## src/scp_pkg.sv

```systemverilog
package scp_pkg;

    // Register offsets on the plain register port
    localparam logic [7:0] CLOCK_DIVIDER_CONTROL_OFS = 8'h61;
    localparam logic [7:0] RC_OSCILLATOR_TRIM_OFS = 8'h66;
    localparam logic [7:0] ASYNC_TIMER_STATUS_REGISTER_OFS = 8'hb6;

    // Field positions
    localparam int UNLOCK_BIT = 7;
    localparam int SELECT_MSB = 3;
    localparam int TRIM_RANGE_POS = 7;
    localparam int EXT_INPUT_ENABLE_POS = 6;

    // Reset values
    localparam logic [3:0] SELECT_RESET_UNPROGRAMMED = 4'h0;
    localparam logic [3:0] SELECT_RESET_PROGRAMMED = 4'h3;
    localparam logic [3:0] SELECT_MAX_VALID = 4'h8;
    localparam logic [7:0] UNLOCK_WRITE_VALUE = 8'h80;
    localparam logic [7:0] ASYNC_RESET = 8'h00;

    // Unlock window in undivided CLOCK cycles
    localparam logic [2:0] UNLOCK_WINDOW_CYC = 3'h4;

    // Start-up timing
    localparam int CLOCK_MHZ = 100;
    localparam logic [3:0] WAKE_CK = 4'h6;
    localparam logic [4:0] RESET_BASE_CK = 5'he;
    // Fast extra delay in tenths of a millisecond; each tenth is 100 us
    localparam int RESET_FAST_MS_X10 = 41;
    localparam int RESET_SLOW_US = 65000;
    localparam int RESET_FAST_CYC = RESET_FAST_MS_X10 * 100 * CLOCK_MHZ;
    localparam int RESET_SLOW_CYC = RESET_SLOW_US * CLOCK_MHZ;

    // Start-up time select encodings
    localparam logic [1:0] STARTUP_SEL_NO_EXTRA = 2'h0;
    localparam logic [1:0] STARTUP_SEL_FAST = 2'h1;
    localparam logic [1:0] STARTUP_SEL_SLOW = 2'h2;

    typedef struct packed {
        logic [7:0] addr;
        logic [7:0] wdata;
        logic we;
        logic re;
    } scp_bus_req_t;

    typedef struct packed {
        logic initial_divide_by_eight_fuse;
        logic clock_output_fuse;
        logic [1:0] startup_time_select;
        logic [7:0] factory_trim;
    } scp_fuse_t;

    typedef struct packed {
        logic io_clock_domain;
        logic converter_clock_domain;
        logic core_clock_domain;
        logic flash_clock_domain;
    } scp_domain_en_t;

    typedef enum logic [1:0] {
        ST_RESET_DELAY = 2'b00,
        ST_RUN = 2'b01,
        ST_WAKE_DELAY = 2'b10
    } scp_start_t;

endpackage : scp_pkg

```

## src/scp_prescaler.sv

```systemverilog
// Chosen here: strobed register access.
`timescale 1ns/1ps
// How it works
// - Wake waits 6 cycles; reset waits 14 cycles plus no, fast or slow extra.
// - Async status enable bit routes an outside clock to the timer pin.
// - Clock output fuse drives the clock on the pin, also during reset.
// - Divider slows the I/O, converter, core and flash domains together.
// - Divide changes land only at period ends, so no glitch or overspeed.
// - New rate starts after the old period ends, then one new period.
// - Unlock bit sets only when all other bits are written zero.
// - Unlock clears after four cycles or on select write; select needs it.
// - Rewriting unlock during its window neither restarts nor clears it.
// - Reset loads select 0000, or 0011 when divide-by-eight fuse is set.
// - Any select value is accepted through the unlock sequence.
// - Select codes powers of two 1 to 256; higher codes also divide by 256.
// - Reset loads the factory trim value; software may overwrite it.
// - Top trim bit picks low or high oscillator range; ranges overlap.
// - Lower seven trim bits tune monotonically inside the range.
module scp_prescaler #(
    parameter int RESET_FAST_CYC = scp_pkg::RESET_FAST_CYC,
    parameter int RESET_SLOW_CYC = scp_pkg::RESET_SLOW_CYC
) (
    input wire logic CLOCK,
    input wire logic RST_N,
    input wire scp_pkg::scp_bus_req_t BUS_REQ,
    output logic [7:0] BUS_RDATA,
    input wire scp_pkg::scp_fuse_t FUSES,
    input wire logic WAKE_REQ,
    output scp_pkg::scp_domain_en_t DOMAIN_EN,
    output logic CLOCK_OUTPUT_PIN_O,
    output logic CLOCK_OUTPUT_PIN_OE,
    output logic [7:0] OSC_TRIM,
    output logic TRIM_RANGE_HIGH,
    output logic TIMER_OSC_EXT_SEL,
    output logic CORE_RUN
);
    import scp_pkg::*;

    typedef struct packed {
        scp_fuse_t fuse_meta;
        scp_fuse_t fuse_sync;
        logic divider_change_unlock;
        logic [2:0] unlock_left;
        logic [3:0] divider_select;
        logic [3:0] active_select;
        logic [7:0] div_count;
        logic div_phase;
        logic div_tick;
        logic [7:0] rc_oscillator_trim;
        logic [7:0] async_timer_status_register;
        logic [7:0] rdata;
        scp_start_t start_state;
        logic [22:0] start_count;
        logic core_run;
    } scp_state_t;

    scp_state_t s_q;
    scp_state_t s_d;

    // Last count of a divided period for a select code
    function automatic logic [7:0] div_limit(input logic [3:0] sel);
        logic [8:0] one_hot;
        logic [3:0] eff;
        eff = (sel > SELECT_MAX_VALID) ? SELECT_MAX_VALID : sel;
        one_hot = 9'h001 << eff;
        div_limit = 8'(one_hot - 9'h001);
    endfunction : div_limit

    // High half of the divided period; divide-by-one stays high
    function automatic logic div_high(input logic [3:0] sel, input logic [7:0] cnt);
        logic [7:0] half;
        logic [8:0] one_hot;
        logic [3:0] eff;
        eff = (sel > SELECT_MAX_VALID) ? SELECT_MAX_VALID : sel;
        one_hot = 9'h001 << eff;
        half = 8'(one_hot >> 1);
        div_high = (eff == 4'h0) ? 1'b1 : (cnt < half);
    endfunction : div_high

    function automatic logic [22:0] extra_cycles(input logic [1:0] startup_sel);
        logic [22:0] r;
        case (startup_sel)
            STARTUP_SEL_NO_EXTRA: r = 23'h0;
            STARTUP_SEL_FAST: r = 23'(RESET_FAST_CYC);
            STARTUP_SEL_SLOW: r = 23'(RESET_SLOW_CYC);
            default: r = 23'(RESET_SLOW_CYC);
        endcase
        extra_cycles = r;
    endfunction : extra_cycles

    logic write_divider;
    logic write_trim;
    logic write_async;
    logic unlock_pattern;

    always_comb begin
        write_divider = BUS_REQ.we && (BUS_REQ.addr == CLOCK_DIVIDER_CONTROL_OFS);
        write_trim = BUS_REQ.we && (BUS_REQ.addr == RC_OSCILLATOR_TRIM_OFS);
        write_async = BUS_REQ.we && (BUS_REQ.addr == ASYNC_TIMER_STATUS_REGISTER_OFS);
        unlock_pattern = (BUS_REQ.wdata == UNLOCK_WRITE_VALUE);
    end

    always_comb begin
        s_d = s_q;
        // Fuses are static but come from outside, so they pass two stages
        s_d.fuse_meta = FUSES;
        s_d.fuse_sync = s_q.fuse_meta;

        if (!RST_N) begin
            s_d.divider_change_unlock = 1'b0;
            s_d.unlock_left = 3'h0;
            s_d.divider_select = s_q.fuse_sync.initial_divide_by_eight_fuse ?
                                 SELECT_RESET_PROGRAMMED : SELECT_RESET_UNPROGRAMMED;
            s_d.active_select = s_d.divider_select;
            s_d.div_count = 8'h00;
            s_d.div_phase = 1'b1;
            s_d.div_tick = 1'b0;
            s_d.rc_oscillator_trim = s_q.fuse_sync.factory_trim;
            s_d.async_timer_status_register = ASYNC_RESET;
            s_d.rdata = 8'h00;
            s_d.start_state = ST_RESET_DELAY;
            s_d.start_count = 23'(RESET_BASE_CK) + extra_cycles(s_q.fuse_sync.startup_time_select);
            s_d.core_run = 1'b0;
        end else begin
            // Unlock window counts down from its set cycle and is never renewed
            if (s_q.divider_change_unlock) begin
                if (s_q.unlock_left <= 3'h1) begin
                    s_d.divider_change_unlock = 1'b0;
                    s_d.unlock_left = 3'h0;
                end else begin
                    s_d.unlock_left = s_q.unlock_left - 3'h1;
                end
            end

            if (write_divider) begin
                if (unlock_pattern) begin
                    if (!s_q.divider_change_unlock) begin
                        s_d.divider_change_unlock = 1'b1;
                        s_d.unlock_left = UNLOCK_WINDOW_CYC;
                    end
                    // A repeat inside the window keeps the running count
                end else if (!BUS_REQ.wdata[UNLOCK_BIT] && s_q.divider_change_unlock) begin
                    s_d.divider_select = BUS_REQ.wdata[SELECT_MSB:0];
                    s_d.divider_change_unlock = 1'b0;
                    s_d.unlock_left = 3'h0;
                end
                // Bits six to four are never stored
            end

            if (write_trim) begin
                s_d.rc_oscillator_trim = BUS_REQ.wdata;
            end
            if (write_async) begin
                s_d.async_timer_status_register = 8'h00;
                s_d.async_timer_status_register[EXT_INPUT_ENABLE_POS] =
                    BUS_REQ.wdata[EXT_INPUT_ENABLE_POS];
            end

            // Divider: a new select is adopted only when the old period wraps,
            // so no shortened pulse or faster intermediate rate appears
            s_d.div_tick = 1'b0;
            if (s_q.div_count >= div_limit(s_q.active_select)) begin
                s_d.div_count = 8'h00;
                s_d.active_select = s_q.divider_select;
                s_d.div_tick = 1'b1;
                s_d.div_phase = 1'b1;
            end else begin
                s_d.div_count = s_q.div_count + 8'h01;
                s_d.div_phase = div_high(s_q.active_select, s_d.div_count);
            end

            // Start-up sequencing after reset and after a sleep wake
            case (s_q.start_state)
                ST_RESET_DELAY: begin
                    if (s_q.start_count <= 23'h1) begin
                        s_d.start_state = ST_RUN;
                        s_d.start_count = 23'h0;
                        s_d.core_run = 1'b1;
                    end else begin
                        s_d.start_count = s_q.start_count - 23'h1;
                    end
                end
                ST_RUN: begin
                    if (WAKE_REQ) begin
                        s_d.start_state = ST_WAKE_DELAY;
                        s_d.start_count = 23'(WAKE_CK);
                        s_d.core_run = 1'b0;
                    end
                end
                ST_WAKE_DELAY: begin
                    if (s_q.start_count <= 23'h1) begin
                        s_d.start_state = ST_RUN;
                        s_d.start_count = 23'h0;
                        s_d.core_run = 1'b1;
                    end else begin
                        s_d.start_count = s_q.start_count - 23'h1;
                    end
                end
                default: begin
                    s_d.start_state = ST_RESET_DELAY;
                    s_d.core_run = 1'b0;
                end
            endcase

            // Read data stands in the cycle after the strobe
            s_d.rdata = 8'h00;
            if (BUS_REQ.re) begin
                case (BUS_REQ.addr)
                    CLOCK_DIVIDER_CONTROL_OFS: begin
                        s_d.rdata = {s_q.divider_change_unlock, 3'b000,
                                     s_q.divider_select};
                    end
                    RC_OSCILLATOR_TRIM_OFS: s_d.rdata = s_q.rc_oscillator_trim;
                    ASYNC_TIMER_STATUS_REGISTER_OFS: s_d.rdata = s_q.async_timer_status_register;
                    default: s_d.rdata = 8'h00;
                endcase
            end
        end
    end

    always_ff @(posedge CLOCK) begin
        s_q <= s_d;
    end

    always_comb begin
        BUS_RDATA = s_q.rdata;
        // All four domains share one enable so they stay in step
        DOMAIN_EN.io_clock_domain = s_q.div_tick && s_q.core_run;
        DOMAIN_EN.converter_clock_domain = s_q.div_tick && s_q.core_run;
        DOMAIN_EN.core_clock_domain = s_q.div_tick && s_q.core_run;
        DOMAIN_EN.flash_clock_domain = s_q.div_tick && s_q.core_run;
        // During reset the divider is cleared, so the raw clock goes out instead
        CLOCK_OUTPUT_PIN_OE = s_q.fuse_sync.clock_output_fuse;
        CLOCK_OUTPUT_PIN_O = s_q.fuse_sync.clock_output_fuse &&
                             (RST_N ? s_q.div_phase : CLOCK);
        OSC_TRIM = s_q.rc_oscillator_trim;
        TRIM_RANGE_HIGH = s_q.rc_oscillator_trim[TRIM_RANGE_POS];
        TIMER_OSC_EXT_SEL = s_q.async_timer_status_register[EXT_INPUT_ENABLE_POS];
        CORE_RUN = s_q.core_run;
    end

endmodule : scp_prescaler

```

## config.mk

```make
export PLATFORM = sky130hd
export DESIGN_NAME = scp_prescaler
export DESIGN_NICKNAME = d
export VERILOG_FILES = /design/src/scp_pkg.sv /design/src/scp_prescaler.sv
export SDC_FILE = /design/constraint.sdc
export NUM_CORES = 1
export LEC_CHECK = 0
export BUFFER_PORTS_ARGS = -buffer_cell sky130_fd_sc_hd__buf_2
export CORE_MARGIN = 2
export CORE_UTILIZATION = 25
export CTS_CLUSTER_SIZE = 30
export DETAILED_ROUTE_END_ITERATION = 8
export GPL_TIMING_DRIVEN = 0
export PLACE_DENSITY = 0.46
export SLEW_MARGIN = 30
export SYNTH_ARGS = -nofsm -noshare
export SYNTH_HDL_FRONTEND = slang
export SYNTH_SLANG_ARGS = --single-unit
```

## constraint.sdc

```tcl
create_clock -name CLOCK -period 4.19 [get_ports CLOCK]
set_clock_uncertainty 0.1 [all_clocks]
set_input_delay 0.419 -clock CLOCK [delete_from_list [all_inputs] [get_ports CLOCK]]
set_output_delay 0.419 -clock CLOCK [all_outputs]
set_load 0.05 [all_outputs]
```

==> results.py <==
metrics = {
    "floorplanning": {
        "fp-row-count": 46,
        "core_um2": 16000,
        "die_y_um": 133,
        "pin_count": 58,
        "die_w_um": 133,
        "die_area_um2": 17600,
        "start_util": 0.258,
    },
    "worst_setup_path": {
        "timing.rr.end": "s_q[62]",
        "rr_startpoint": "s_q[63]",
        "cp_slowest_cell": "clkbuf_1",
        "worstSetupPathType": "reg -> reg",
        "start_kind": "register",
        "cp-end-kind": "register",
        "worstPathRequired_ns": 4.17,
        "max_stage_delay_ns": 0.50,
        "ff2ff_setup_slack_ns": 0.59,
        "crit_chain": "nor2_1 -> nand2_1 -> ha_1 -> nor3_1 -> a21o_1 -> a32oi_1 -> ha_1 -> nand4_1 -> nor3_1 -> o32a_1 -> clkbuf_1",
        "path_delay_family": "simple AND/OR/NAND/NOR gates",
        "path_buf_inv": 1,
        "r2r.worst_path.cells": 11,
        "arrival_ns": 3.58,
        "cp_max_fo": 13,
    },
    "logic_synthesis": {
        "synthTopCellsByCount": "dfxtp_1 (49), nor2_1 (41), edfxtp_1 (39)",
        "yosysUniqueCellTypes": 51,
        "synth_flop_cell": "dfxtp_1",
        "synth_top_area_share": 0.283,
        "synth.most_common_cell": "dfxtp_1",
        "syn_inst": 389,
        "synth-seq-area-share": 0.521,
        "syn_avg_cell_area_um2": 10.6,
        "yosys_register_bits": 88,
        "netlist_top_cells_area": "edfxtp_1 (28%), dfxtp_1 (24%), ha_1 (6.4%)",
        "synth_edf_count": 39,
        "yosys_warnings": 0,
        "synth_fp_nets": 443,
        "mappedNetlistArea_um2": 4130,
        "synth_top_area_cell": "edfxtp_1",
        "async_flop_share": 0,
    },
    "grt": {
        "antenna_found_initial": 1,
        "gr-total-overflow": 0,
        "grt_pass1_vias": 2908,
        "grt_max_degree": 24,
        "grt_pass1_wl_um": 15000,
        "grt.total_usage": 0.110,
    },
    "sta": {
        "hold_viol_final": 0,
        "relSlewSlack": 0.408,
        "setup_violations": 0,
        "tns_ns": 0,
        "fin_crit_sh": 0.860,
        "finalMaxSlewViolations": 0,
        "rsz0062_at_grt": "no",
        "fmax_mhz": 278,
        "worst_pin_slew_ns": 0.881,
        "min_period_ns": 3.60,
    },
    "power_and_ir_drop": {
        "total_power_mw": 2.08,
        "p_per_area_nw_per_um2": 404,
        "max-vdd-ir-drop_mv": 0.228,
        "power_leakage_nw": 2.06,
    },
    "cells_and_area": {
        "post_layout_nonfiller_instances": 693,
        "areaGrowthSynthToFinish_pct": 24.7,
        "diodes": 0,
        "multiInputGateArea_um2": 1750,
        "fillerInstances": 1691,
        "nNetsFinal": 526,
        "regArea_um2": 2150,
        "utilization": 0.322,
        "drive_above_1_share": 0.229,
    },
    "clock_tree": {
        "cts_tree": "built",
        "postCtsSetupBuffers": 0,
        "clk_pin_slew_ns": 0.06,
        "clock_latency_ns": 0.44,
    },
    "hold_path": {
        "hp-class": "in -> reg",
        "min_from": "BUS_REQ[8]",
        "holdPathEnd": "TIMER_OSC_EXT_SEL",
        "holdPathStages": 3,
    },
    "placement": {
        "place.gp.congestion": 0.841,
        "dp_hpwl_um": 6820,
        "post-place-cells": 662,
        "portBuffers": 57,
    },
    "route": {
        "drt-total-wl_um": 9240,
        "routedWlPerCell_um": 13.3,
        "ant_nets": 0,
        "drc_errors": 0,
        "drtIter0Drc": 141,
        "num_vias": 2959,
        "first_pass_iters": 4,
        "vias_per_cell": 4.27,
    },
    "status": {
        "run_status": "completed",
    },
    "job": {
        "max_cap_viol_count": 0,
    },
}
[per-stage QoR]
stage,setup slack [ns],hold WS [ns],cell area [um2]
3_5_place_dp,0.536,0.212,4690
5_1_grt,0.295,0.162,5150
6_report,0.588,0.149,5150
3_3_place_gp,0.549,0.213,4690
4_1_cts,0.522,0.142,5150
2_1_floorplan,1.19,0.210,4130
[how the worst max path moves through the flow]
stage,startpoint,endpoint,depth (start not counted)
global route,s_q[63],s_q[61],11
global placement,s_q[63],s_q[61],11
detailed placement,s_q[63],s_q[62],11
floorplan,s_q[63],s_q[51],12
CTS,s_q[63],s_q[62],11
finish,s_q[63],s_q[62],11
[power by group]
| part | switching [mW] | total [mW] | internal, mW |
|---|---|---|---|
| registers | 0.0390 | 0.985 | 0.946 |
| logic | 0.115 | 0.207 | 0.0926 |
| clock network | 0.360 | 0.892 | 0.532 |
[layout by cell type, fill, tap and decap left out, types with 3 or more instances in the layout]
cell type,n
nor3_1,9
ha_1,21
nor2b_1,12
or3_1,3
or4_1,4
o21ai_1,4
xor2_1,10
dlygate4sd3_1,12
clkbuf_16,12
mux2_2,7
nand2_1,28
xnor2_1,17
clkbuf_1,8
buf_2,58
nand3b_1,5
buf_4,19
and2_1,5
nand3_1,9
a31oi_1,3
edfxtp_1,39
o21ai_0,20
a22oi_1,6
dfxtp_1,49
and4_1,3
nor4_1,9
nor2_1,41
a21oi_1,8
nand2b_1,4
inv_1,15
mux2i_1,3
[registers in the layout, indices dropped and copies added (netlist names)]
| signal | count |
|---|---|
| CORE_RUN | 1 |
| CLOCK_OUTPUT_PIN_OE | 1 |
| TIMER_OSC_EXT_SEL | 1 |
| BUS_RDATA | 8 |
| s_q | 57 |
| OSC_TRIM | 8 |
| s_d | 12 |
[cell type report]
cell class / instances / area share
tap: 216 / 0.0524
multi-input combinational: 260 / 0.339
buffer: 26 / 0.0352
sequential: 88 / 0.418
clock buffer: 16 / 0.0614
timing repair buffer: 68 / 0.0777
inverter: 15 / 0.0109
clock inverter: 4 / 0.00583
[worst register-to-register path: stages (launching register included)]
cell,delay [ns]
edfxtp_1,0.48
nor2_1,0.35
nand2_1,0.20
ha_1,0.28
nor3_1,0.15
a21o_1,0.11
a32oi_1,0.10
ha_1,0.31
nand4_1,0.12
nor3_1,0.33
o32a_1,0.21
clkbuf_1,0.50
[kinds of logic (layout without fill, tap and decap cells)]
group                    after synthesis  count (layout)  share of synthesized area
XOR/XNOR                              27              27                     0.0572
adder cells (fa/ha/maj)               21              21                     0.0636
AO/OA/AOI/OAI                         55              55                     0.0827
AND/OR/NAND/NOR                      147             147                      0.192
flip-flops                            88              88                      0.521
multiplexers                          10              10                     0.0263
buffers and inverters                 41             129                     0.0575
[metal layers]
metal | GRT usage | up-vias | share of wire
met5 | 0 | - | 0.0012
met4 | 0.0562 | 2 | 0.014
met3 | 0.0341 | 8 | 0.033
met2 | 0.165 | 48 | 0.45
met1 | 0.143 | 1363 | 0.50
li1 | - | 1538 | -
[repair_timing]
item                                   in CTS  in global routing
resized for setup                           0                  0
endpoints found under the hold margin      12                  0
hold buffers                               12                  0
(Power assumes the default switching activity.)
